--- config.mk ---
export PLATFORM = sky130hd
export DESIGN_NAME = eerx_rx_lpi_decoder
export DESIGN_NICKNAME = d
export VERILOG_FILES = /design/src/pkg/eerx_pkg.sv /design/src/rtl/eerx_lpi_filter.sv /design/src/rtl/eerx_rx_lpi_decoder.sv
export VERILOG_INCLUDE_DIRS = /design/src /design/src/pkg
export SDC_FILE = /design/constraint.sdc
export NUM_CORES = 1
export LEC_CHECK = 0
export ABC_CLOCK_PERIOD_IN_PS = 3800
export BUFFER_PORTS_ARGS = -buffer_cell sky130_fd_sc_hd__buf_2
export CORE_MARGIN = 3
export CORE_UTILIZATION = 48
export DETAILED_ROUTE_END_ITERATION = 10
export PLACE_DENSITY = 0.79
export SLEW_MARGIN = 30
export SYNTH_ARGS = -nofsm -noshare
export SYNTH_HDL_FRONTEND = slang
export SYNTH_HIERARCHICAL = 1
export SYNTH_SLANG_ARGS = --single-unit
--- constraint.sdc ---
create_clock -name core_clk -period 3.8 [get_ports core_clk]
set_input_delay 0.19 -clock core_clk [delete_from_list [all_inputs] [get_ports core_clk]]
set_output_delay 0.19 -clock core_clk [all_outputs]
set_load 0.1 [all_outputs]
--- src/pkg/eerx_defs.svh ---
/*
 * Offsets, field positions, reset values and timing counts of the
 * receive low power idle decoder.
 * Assumes a 100 MHz core clock and byte addresses on an 8-bit port.
 */
`ifndef EERX_DEFS_SVH
`define EERX_DEFS_SVH

// Register byte offsets
`define EERX_ADDR_CTRL       8'h00
`define EERX_ADDR_STATUS     8'h04
`define EERX_ADDR_MASK       8'h08
`define EERX_ADDR_TRANS      8'h0C
`define EERX_ADDR_TIME       8'h10
`define EERX_ADDR_STATE      8'h14

// Control fields
`define EERX_CTRL_EE_EN      0
`define EERX_CTRL_RX_EN      1
`define EERX_CTRL_WAKE_EN    2
`define EERX_CTRL_EWAKE_EN   3
`define EERX_CTRL_W          4
`define EERX_CTRL_RST        4'h0

// Status and mask fields
`define EERX_ST_ENTRY        0
`define EERX_ST_WAKE         1
`define EERX_ST_EWAKE        2
`define EERX_ST_W            3
`define EERX_STATUS_RST      3'h0
`define EERX_MASK_RST        3'h0

// State register fields
`define EERX_SS_DECODE       0
`define EERX_SS_LPI          1
`define EERX_SS_LINK         2

// Receive LPI code on the byte interface
`define EERX_LPI_RXD         8'h01

// Filter lengths in receive clocks
`define EERX_LPI_ON_SAMPLES  3'h3
`define EERX_LPI_OFF_SAMPLES 3'h4

// Timing
`define EERX_CORE_CLK_MHZ    100
`define EERX_LINK_STABLE_S   1
`define EERX_TIME_UNIT_US    1
`define EERX_US_CYCLES       (`EERX_TIME_UNIT_US * `EERX_CORE_CLK_MHZ)
`define EERX_LINK_CYCLES     \
    (`EERX_LINK_STABLE_S * 1000000 * `EERX_CORE_CLK_MHZ)

`endif

--- src/pkg/eerx_pkg.sv ---
/*
 * Types of the receive low power idle decoder.
 * Assumes nothing of its surroundings.
 */
package eerx_pkg;

    typedef enum logic [0:0]
    {
        FLT_INACTIVE = 1'b0,
        FLT_ACTIVE   = 1'b1
    } eerx_flt_state_t;

    typedef enum logic [1:0]
    {
        SPD_10   = 2'b00,
        SPD_100  = 2'b01,
        SPD_1000 = 2'b10
    } eerx_speed_t;

endpackage : eerx_pkg

--- src/rtl/eerx_lpi_filter.sv ---
/*
 * Run-length filter for the receive LPI indication, one sample per
 * receive clock edge seen by the core clock.
 * Assumes samples and strobe are already in the core clock domain.
 */
`timescale 1ns/100ps
`include "eerx_defs.svh"

module eerx_lpi_filter
    import eerx_pkg::*;
(
    // Clock and reset
    input  wire logic core_clk,
    input  wire logic reset,
    // Sampled indication
    input  wire logic sample_stb,
    input  wire logic lpi_sample,
    input  wire logic enable,
    // Filtered result
    output logic      lpi_valid,
    output logic      lpi_rise,
    output logic      lpi_fall
);

    eerx_flt_state_t state_reg;
    eerx_flt_state_t state_next;
    logic [2:0]      run_reg;
    logic [2:0]      run_next;
    logic            rise_reg;
    logic            fall_reg;
    wire logic       opposite;
    wire logic [2:0] need;
    wire logic       flip;

    ////////////////////////////////////////////////////////////////////
    // Decision
    assign opposite = (state_reg == FLT_ACTIVE) ? !lpi_sample : lpi_sample;
    assign need     = (state_reg == FLT_ACTIVE)
                    ? `EERX_LPI_OFF_SAMPLES - 3'h1
                    : `EERX_LPI_ON_SAMPLES - 3'h1;
    assign flip     = enable && sample_stb && opposite && run_reg == need;

    always_comb
    begin
        state_next = state_reg;
        run_next   = run_reg;
        if (sample_stb)
        begin
            run_next = opposite ? run_reg + 3'h1 : 3'h0;
        end
        if (flip)
        begin
            run_next = 3'h0;
            unique case (state_reg)
                FLT_INACTIVE: state_next = FLT_ACTIVE;
                FLT_ACTIVE:   state_next = FLT_INACTIVE;
            endcase
        end
    end

    ////////////////////////////////////////////////////////////////////
    // State
    always_ff @(posedge core_clk)
    begin
        if (reset || !enable)
        begin
            state_reg <= FLT_INACTIVE;
            run_reg   <= 3'h0;
            rise_reg  <= 1'b0;
            fall_reg  <= 1'b0;
        end
        else
        begin
            state_reg <= state_next;
            run_reg   <= run_next;
            rise_reg  <= flip && state_reg == FLT_INACTIVE;
            fall_reg  <= flip && state_reg == FLT_ACTIVE;
        end
    end

    assign lpi_valid = (state_reg == FLT_ACTIVE);
    assign lpi_rise  = rise_reg;
    assign lpi_fall  = fall_reg;
endmodule : eerx_lpi_filter

--- src/rtl/eerx_rx_lpi_decoder.sv ---
/*
 * Receive low power idle decoder: samples the byte receive interface,
 * filters the LPI code, raises entry and wake flags, interrupt and
 * remote wake, and keeps transition and time counters.
 * Assumes a plain register port in the core clock domain and PHY pins
 * that are asynchronous to the core clock, with rx_clk below 50 MHz.
 */
// Local design decisions: the address map and strobed register access.
// Function
// - LPI valid after 3 on, 4 off clocks
// - LPI start sets entry flag
// - Entry flag interrupts only when enabled
// - LPI end sets wake flag if enabled
// - Wake flag sets energy wake status
// - Energy wake status wakes host when enabled
// - Wake works in suspend, no power gating
// - No hardware wake to power mapping
// - Decode only when enabled, fast, full, agreed
// - Decode only after one second link up
// - Decode ignores receiver enable bit
// - Count LPI off-to-on transitions
// - Count LPI time in microseconds
// - Counters read-only, unchanged by reads
// - Counters run in all power states
`timescale 1ns/100ps
`include "eerx_defs.svh"

module eerx_rx_lpi_decoder
    import eerx_pkg::*;
#(
    parameter int unsigned LINK_STABLE_CYCLES = `EERX_LINK_CYCLES
)
(
    // Clock and reset
    input  wire logic        core_clk,
    input  wire logic        reset,
    // Register port
    input  wire logic [7:0]  reg_addr,
    input  wire logic [31:0] reg_wdata,
    input  wire logic        reg_wr,
    input  wire logic        reg_rd,
    output logic      [31:0] reg_rdata,
    // Receive byte interface
    input  wire logic        rx_clk,
    input  wire logic [7:0]  rxd,
    input  wire logic        rx_dv,
    input  wire logic        rx_er,
    // Link status
    input  wire logic        link_up,
    input  wire logic [1:0]  link_speed,
    input  wire logic        link_full_duplex,
    input  wire logic        eee_agreed,
    // Events and state out
    output logic             irq,
    output logic             remote_wake,
    output logic             receiver_enable,
    output logic             lpi_active
);

    localparam int PIN_W = 16;
    localparam logic [6:0] US_LAST = 7'(`EERX_US_CYCLES - 1);
    localparam logic [26:0] LINK_LAST = 27'(LINK_STABLE_CYCLES);

    ////////////////////////////////////////////////////////////////////
    // Pin synchronisers
    wire logic [PIN_W-1:0] pin_raw;
    logic [PIN_W-1:0]      pin_s1_reg;
    logic [PIN_W-1:0]      pin_s2_reg;
    logic                  rx_clk_d3_reg;

    assign pin_raw = {rx_clk, rx_dv, rx_er, rxd, link_up, link_speed,
                      link_full_duplex, eee_agreed};

    genvar gi;
    generate
        for (gi = 0; gi < PIN_W; gi++)
        begin : g_sync
            always_ff @(posedge core_clk)
            begin
                if (reset)
                begin
                    pin_s1_reg[gi] <= 1'b0;
                    pin_s2_reg[gi] <= 1'b0;
                end
                else
                begin
                    pin_s1_reg[gi] <= pin_raw[gi];
                    pin_s2_reg[gi] <= pin_s1_reg[gi];
                end
            end
        end
    endgenerate

    always_ff @(posedge core_clk)
    begin
        if (reset)
            rx_clk_d3_reg <= 1'b0;
        else
            rx_clk_d3_reg <= pin_s2_reg[15];
    end

    wire logic       rx_clk_s;
    wire logic       rx_dv_s;
    wire logic       rx_er_s;
    wire logic [7:0] rxd_s;
    wire logic       link_up_s;
    wire logic [1:0] speed_s;
    wire logic       full_s;
    wire logic       agreed_s;
    wire logic       rx_edge;
    wire logic       lpi_code;

    assign rx_clk_s  = pin_s2_reg[15];
    assign rx_dv_s   = pin_s2_reg[14];
    assign rx_er_s   = pin_s2_reg[13];
    assign rxd_s     = pin_s2_reg[12:5];
    assign link_up_s = pin_s2_reg[4];
    assign speed_s   = pin_s2_reg[3:2];
    assign full_s    = pin_s2_reg[1];
    assign agreed_s  = pin_s2_reg[0];
    assign rx_edge   = rx_clk_s && !rx_clk_d3_reg;
    assign lpi_code  = !rx_dv_s && rx_er_s && rxd_s == `EERX_LPI_RXD;

    ////////////////////////////////////////////////////////////////////
    // Link stability timer
    logic [26:0] link_cnt_reg;
    wire logic   link_stable;

    assign link_stable = (link_cnt_reg == LINK_LAST);

    always_ff @(posedge core_clk)
    begin
        if (reset || !link_up_s)
            link_cnt_reg <= 27'h0;
        else if (!link_stable)
            link_cnt_reg <= link_cnt_reg + 27'h1;
    end

    ////////////////////////////////////////////////////////////////////
    // Registers
    logic [`EERX_CTRL_W-1:0] ctrl_reg;
    logic [`EERX_ST_W-1:0]   status_reg;
    logic [`EERX_ST_W-1:0]   status_next;
    logic [`EERX_ST_W-1:0]   mask_reg;
    logic [31:0]             trans_reg;
    logic [31:0]             time_reg;
    logic [6:0]              us_cnt_reg;
    logic [31:0]             rdata_reg;
    logic                    decode_reg;

    wire logic               wr_ctrl;
    wire logic               wr_status;
    wire logic               wr_mask;
    wire logic               speed_ok;
    wire logic               decode_ok;
    wire logic               lpi_valid;
    wire logic               lpi_rise;
    wire logic               lpi_fall;
    wire logic               wake_set;
    wire logic               us_tick;
    wire logic [`EERX_ST_W-1:0] status_set;
    wire logic [`EERX_ST_W-1:0] status_clr;
    wire logic [31:0]        rd_mux;

    assign wr_ctrl   = reg_wr && reg_addr == `EERX_ADDR_CTRL;
    assign wr_status = reg_wr && reg_addr == `EERX_ADDR_STATUS;
    assign wr_mask   = reg_wr && reg_addr == `EERX_ADDR_MASK;

    always_ff @(posedge core_clk)
    begin
        if (reset)
            ctrl_reg <= `EERX_CTRL_RST;
        else if (wr_ctrl)
            ctrl_reg <= reg_wdata[`EERX_CTRL_W-1:0];
    end

    always_ff @(posedge core_clk)
    begin
        if (reset)
            mask_reg <= `EERX_MASK_RST;
        else if (wr_mask)
            mask_reg <= reg_wdata[`EERX_ST_W-1:0];
    end

    ////////////////////////////////////////////////////////////////////
    // Decode enable; receiver enable plays no part
    assign speed_ok  = speed_s == SPD_100 || speed_s == SPD_1000;
    assign decode_ok = ctrl_reg[`EERX_CTRL_EE_EN] && speed_ok && full_s
                     && agreed_s && link_stable;

    always_ff @(posedge core_clk)
    begin
        if (reset)
            decode_reg <= 1'b0;
        else
            decode_reg <= decode_ok;
    end

    eerx_lpi_filter u_filter
    (
        .core_clk   (core_clk),
        .reset      (reset),
        .sample_stb (rx_edge),
        .lpi_sample (lpi_code),
        .enable     (decode_reg),
        .lpi_valid  (lpi_valid),
        .lpi_rise   (lpi_rise),
        .lpi_fall   (lpi_fall)
    );

    ////////////////////////////////////////////////////////////////////
    // Sticky flags, set wins over clear, no power state gating
    assign wake_set   = lpi_fall
                      && ctrl_reg[`EERX_CTRL_WAKE_EN];
    assign status_set = {wake_set, wake_set, lpi_rise};
    assign status_clr = wr_status ? reg_wdata[`EERX_ST_W-1:0] : 3'h0;

    always_comb
    begin
        status_next = (status_reg & ~status_clr) | status_set;
    end

    always_ff @(posedge core_clk)
    begin
        if (reset)
            status_reg <= `EERX_STATUS_RST;
        else
            status_reg <= status_next;
    end

    assign irq = |(status_reg & mask_reg);
    assign remote_wake = status_reg[`EERX_ST_EWAKE]
                       && ctrl_reg[`EERX_CTRL_EWAKE_EN];
    assign receiver_enable = ctrl_reg[`EERX_CTRL_RX_EN];
    assign lpi_active = lpi_valid;

    ////////////////////////////////////////////////////////////////////
    // Counters, read-only, no power state gating
    assign us_tick = lpi_valid && us_cnt_reg == US_LAST;

    always_ff @(posedge core_clk)
    begin
        if (reset || !lpi_valid)
            us_cnt_reg <= 7'h0;
        else if (us_tick)
            us_cnt_reg <= 7'h0;
        else
            us_cnt_reg <= us_cnt_reg + 7'h1;
    end

    always_ff @(posedge core_clk)
    begin
        if (reset)
            trans_reg <= 32'h0;
        else if (lpi_rise)
            trans_reg <= trans_reg + 32'h1;
    end

    always_ff @(posedge core_clk)
    begin
        if (reset)
            time_reg <= 32'h0;
        else if (us_tick)
            time_reg <= time_reg + 32'h1;
    end

    ////////////////////////////////////////////////////////////////////
    // Read port, data in the cycle after the strobe only
    assign rd_mux =
        reg_addr == `EERX_ADDR_CTRL   ? {28'h0, ctrl_reg}   :
        reg_addr == `EERX_ADDR_STATUS ? {29'h0, status_reg} :
        reg_addr == `EERX_ADDR_MASK   ? {29'h0, mask_reg}   :
        reg_addr == `EERX_ADDR_TRANS  ? trans_reg           :
        reg_addr == `EERX_ADDR_TIME   ? time_reg            :
        reg_addr == `EERX_ADDR_STATE  ?
            {29'h0, link_stable, lpi_valid, decode_reg}     :
        32'h0;

    always_ff @(posedge core_clk)
    begin
        if (reset)
            rdata_reg <= 32'h0;
        else
            rdata_reg <= reg_rd ? rd_mux : 32'h0;
    end

    assign reg_rdata = rdata_reg;
endmodule : eerx_rx_lpi_decoder

==> flow_metrics.tcl, run 1 <==
set metrics [dict create \
    dp_hpwl_um 10900 \
    overflow 0 \
    path_cells "ha_1 > nor4bb_1 > nand4_1 > or4_1 > a21oi_1" \
    fin_util_pct 57.9 \
    portBuffers 67 \
    finalHoldViolations 0 \
    status "finished, final reports clean" \
    p_leak_nw 3.01 \
    final_common_cell "dfxtp_1" \
    worstMarginPinSlew_ns 0.868 \
    track_usage_pct 18.6 \
    power.clock.fraction_pct 47.2 \
    cap_violations 0 \
    cp_max_fo 21 \
    vias_per_cell 5.71 \
    yosysWarnings 6 \
    p_seq_share_pct 50.2 \
    final-instance-count-excl-fill 1133 \
    slew_violations 0 \
    cpMaxStageDelayCell "or4_1" \
    syn_nets 909 \
    final_cell_mix "180 x dfxtp_1, 72 x nor2_1, 69 x a21oi_1" \
    post_cts_buffers 0 \
    dpl_cell_area_um2 8130 \
    dieWidth_um 133 \
    cts_buffer_depth 2 \
    fmax_mhz 387 \
    critical_path_required_ns 4.17 \
    final_area_um2 8930 \
    path_class "reg2reg" \
    initial_utilization_pct 50.0 \
    synthCells 843 \
    fin_crit_sh_pct 68.0 \
    cts_tree "done" \
    crit_path_end_kind "flip-flop" \
    die_h_um 133 \
    rsz0062_at_grt "no" \
    wirelength_um 16500 \
    ys_ff_latch 180 \
    switching_share_pct 23.3 \
    hold_class "in2reg" \
    die-area_um2 17600 \
    critPathTopFamily "simple AND/OR/NAND/NOR gates" \
    worstPathArrival_ns 2.95 \
    clk_latency_ns 0.44 \
    htree_levels 4 \
    finalSetupViolCount 0 \
    ys_async_sr_fraction_pct 0 \
    synth_edf_count 0 \
    cp_num_buf_inv 0 \
    core-area_um2 15400 \
    routedWlPerCell_um 14.6 \
    nNetsFinal 975 \
    seqCellArea_um2 3600 \
    synth-main-ff-cell "dfxtp_1" \
    multi_input_area_um2 3810 \
    clk_pin_slew_ns 0.07 \
    clkSinkCount 180 \
    syn-cell-area_um2 7710 \
    grt_pass1_wl_um 27300 \
    place.gp.congestion 0.811 \
    share_comb_of_total_power_pct 2.6 \
    first_iter_violations 363 \
    place_inst 1083 \
    first_pass_iters 7 \
    ant_nets 0 \
    diodes 0 \
    synthToLayoutAreaGrowth_pct 15.9 \
    routed-via-count 6471 \
    switching_power_mw 0.886 \
    synth.avg_cell_area_um2 9.14 \
    crit_path_start_kind "flip-flop" \
    grt_start_max_net_pins 67 \
    tns_ns 0 \
    power.density_nw_per_um2 425 \
    drive_gt1_share_pct 14.2 \
    clock-skew-final_ns 0.0161 \
    synth_cell_types 67 \
    rows 45 \
    io_pins 96 \
    p_int_mw 2.91 \
    antenna_found_initial 0 \
    relSlewSlack_pct 42.1 \
    fillCellCount 1325 \
    cts_buffers 17 \
    cp_slowest_stage_delay_ns 0.74 \
    grt_pass1_vias 5791 \
    root_buffer "clkbuf_16" \
    ir_drop_uv 331 \
    drc 0 \
    seq_area_frac_synth_pct 46.8 \
    min_period_ns 2.58 \
]
## layout make-up
| type | instances | area share (%) |
|---|---|---|
| sequential | 180 | 40.3 |
| clock inverter | 14 | 2.02 |
| timing repair buffer | 90 | 6.22 |
| clock buffer | 18 | 4.92 |
| inverter | 22 | 0.924 |
| multi-input combinational | 598 | 42.6 |
| tap | 211 | 2.95 |
## routing by layer
layer	wire length (um)	share of wire, %	up-vias	track usage, %
li1	-	-	3228	-
met1	7730	47	3052	25.0
met2	7800	47	173	29.8
met3	796	4.8	18	4.07
met4	221	1.3	0	6.29
met5	0	0	-	0
## worst min-delay path, cell delays in order
cell      delay (ns)
buf_2           0.10
nand2b_1        0.08
mux2i_1         0.07
## logic make-up after synthesis
kind of cell / share of synthesized area (%)
xor gates and xnor gates: 3.75
DFF: 46.8
adders and majority gates: 0.974
muxes: 2.63
AOI/OAI and AO/OA: 13.7
and+or+nand+nor: 28.4
buffers and inverters: 3.83
## worst paths after layout
kind	from	to	slack, ns	cells past startpoint
setup / recovery	us_cnt_reg[0]	time_reg[22]	1.22	5
hold / removal	reg_wdata[3]	ctrl_reg[3]	0.05	3
setup reg to reg	us_cnt_reg[0]	time_reg[22]	1.22	5
hold reg to reg	full_s	decode_reg	0.43	2
## cell usage after synthesis, types with 3 or more instances
master	instances	share of area (%)
a21oi_1	69	4.5
nor4bb_1	4	0.52
mux2i_1	9	1.2
buf_2	12	0.78
nand2_1	41	2.0
clkbuf_1	24	1.2
nand3_1	37	2.4
inv_1	21	1.0
a22oi_1	28	2.7
and3_1	7	0.57
and4_1	11	1.3
nand4_1	19	1.5
or4_1	41	4.0
nand2b_1	18	1.5
nand4b_1	3	0.34
nor4_1	13	1.1
nand3b_1	3	0.29
o21ai_0	24	1.6
nor2b_1	42	3.4
dfxtp_1	180	47
mux2_2	8	1.2
xor2_1	12	1.4
ha_1	6	0.97
or3_1	20	1.6
o31ai_1	34	3.3
xnor2_1	21	2.4
nor3_1	15	0.97
nor2_1	72	3.5
## repair_timing
action                    CTS  global route
resized for setup           0             0
hold buffers               18             0
hold endpoints to repair   18             0
## metrics by stage
step | setup slack, ns | hold WS [ns] | total power, mW
after CTS | 1.23 | 0.0424 | 3.83
after global routing | 1.02 | 0.0745 | 3.93
final | 1.22 | 0.0530 | 3.80
after floorplan | 1.02 | 0.269 | 2.01
after global placement | 1.34 | 0.401 | 2.03
after detailed placement | 1.24 | 0.403 | 2.03
## power by group through the flow
stage	registers [mW]	clock network [mW]	logic, mW
2_1_floorplan	1.95	0	0.0583
3_3_place_gp	1.95	0	0.0826
3_5_place_dp	1.95	0	0.0844
4_1_cts	1.91	1.83	0.0986
5_1_grt	1.91	1.91	0.111
6_report	1.91	1.79	0.100
(Power assumes the default switching activity.)
==> run 2: changes to the inputs <==
Settings changed: ABC_CLOCK_PERIOD_IN_PS 3800 to 2490.
Clock period 3.8 ns to 2.49 ns, I/O delays scaled along.
==> flow_metrics.tcl, run 2 (synthesis results as in run 1) <==
set metrics [dict create \
    fin_ws_ns 0.317 \
    grt-busiest-layer "met2" \
    crit_path_start_kind "flip-flop" \
    root_buffer "clkbuf_16" \
    cap_violations 0 \
    tns_ns 0 \
    track_usage_pct 19.2 \
    drive_gt1_share_pct 14.7 \
    r2r-start "time_reg[11]" \
    clk_latency_ns 0.43 \
    min_period_ns 2.17 \
    routed-via-count 6511 \
    nNetsFinal 986 \
    finalPower_mw 5.79 \
    whs_path_depth 3 \
    fillCellCount 1343 \
    portBuffers 67 \
    critPathTopFamily "simple AND/OR/NAND/NOR gates" \
    first_pass_iters 5 \
    diodes 0 \
    final-instance-count-excl-fill 1143 \
    antenna_found_initial 0 \
    dp_hpwl_um 11000 \
    routedWlPerCell_um 14.7 \
    final_area_um2 9000 \
    use_met2_pct 30.8 \
    fin_util_pct 58.3 \
    path_cells "nand4_1 > or4_1 > nor4_1 > mux2_2" \
    clock-skew-final_ns 0.0110 \
    power.density_nw_per_um2 643 \
    finalSetupViolCount 0 \
    dpl_cell_area_um2 8210 \
    drc 0 \
    ir_drop_uv 513 \
    rrSetupSlack_ns 0.32 \
    grt_start_max_net_pins 54 \
    place_ws_ns 0.327 \
    htree_levels 4 \
    grt_pass1_vias 5858 \
    rows 45 \
    core-area_um2 15400 \
    synthToLayoutAreaGrowth_pct 16.8 \
    worstPathArrival_ns 2.49 \
    ant_nets 0 \
    rsz0062_at_grt "no" \
    cts_buffers 17 \
    final_common_cell "dfxtp_1" \
    hold-path-endpoint "ctrl_reg[0]" \
    crit_path_end_kind "flip-flop" \
    first_iter_violations 397 \
    cp_num_buf_inv 0 \
    r2r-end "time_reg[31]" \
    initial_utilization_pct 50.0 \
    hold_class "in2reg" \
    worstMarginPinSlew_ns 0.551 \
    post_cts_buffers 0 \
    place_inst 1093 \
    fmax_mhz 460 \
    grt_pass1_wl_um 28000 \
    cts_resized 0 \
    use_met1_pct 25.6 \
    clkSinkCount 180 \
    grtUsageMet3_pct 4.52 \
    rr_worst_depth 4 \
    place.gp.congestion 0.795 \
    clk_pin_slew_ns 0.06 \
    die_h_um 133 \
    relSlewSlack_pct 63.2 \
    fin_crit_sh_pct 87.3 \
    overflow 0 \
    hold_start "reg_wdata[0]" \
    finalHoldViolations 0 \
    wirelength_um 16800 \
    vias_per_cell 5.70 \
    slew_violations 0 \
    cts_buffer_depth 2 \
    dieWidth_um 133 \
    p_leak_nw 3.04 \
    io_pins 96 \
    die-area_um2 17600 \
    final_cell_mix "179 x dfxtp_1, 72 x nor2_1, 69 x a21oi_1" \
    critical_path_required_ns 2.81 \
    cpMaxStageDelayCell "or4_1" \
    path_class "reg2reg" \
    cp_slowest_stage_delay_ns 0.75 \
    hold_slack_ns 0.0477 \
    status "finished, final reports clean" \
    cts_tree "done" \
    cp_max_fo 14 \
]
==> run 2: metal layers <==
metal  part of all wire, %  vias to the layer above
met5                     0                        -
met4                   1.3                        0
met3                   5.2                       19
met2                    47                      194
met1                    47                     3035
li1                      -                     3263
==> run 2: worst register-to-register path: stages, from the launching register on <==
cell	delay, ns
dfxtp_1	0.43
nand4_1	0.14
or4_1	0.75
nor4_1	0.36
mux2_2	0.38
==> run 2: cell type report <==
cell class / instances / area (um^2) / share of cell area (%)
Clock buffer: 21 / 450 / 5.01
Clock inverter: 10 / 149 / 1.65
Inverter: 22 / 82.6 / 0.918
Multi-Input combinational cell: 598 / 3810 / 42.3
Sequential cell: 180 / 3600 / 40.1
Tap cell: 211 / 264 / 2.93
Timing Repair Buffer: 101 / 641 / 7.12
==> run 2: worst max path at each step <==
stage               cells past startpoint          startpoint           end
CTS                                     4        time_reg[11]  time_reg[31]
global route                            4        time_reg[11]  time_reg[29]
floorplan                               6  u_filter/lpi_valid  time_reg[27]
global placement                        4        time_reg[11]  time_reg[31]
finish                                  4        time_reg[11]  time_reg[31]
detailed placement                      4        time_reg[11]  time_reg[31]
==> run 2: power breakdown <==
part	internal [mW]	total [mW]	switching, mW
clock	1.61	2.72	1.11
sequential	2.90	2.91	0.00658
combinational	0.0711	0.160	0.0886
==> run 2: timing repair <==
| action | CTS | global route |
|---|---|---|
| hold buffers | 19 | 0 |
| endpoints found under the setup margin | 0 | 0 |
| endpoints found under the hold margin | 19 | 0 |
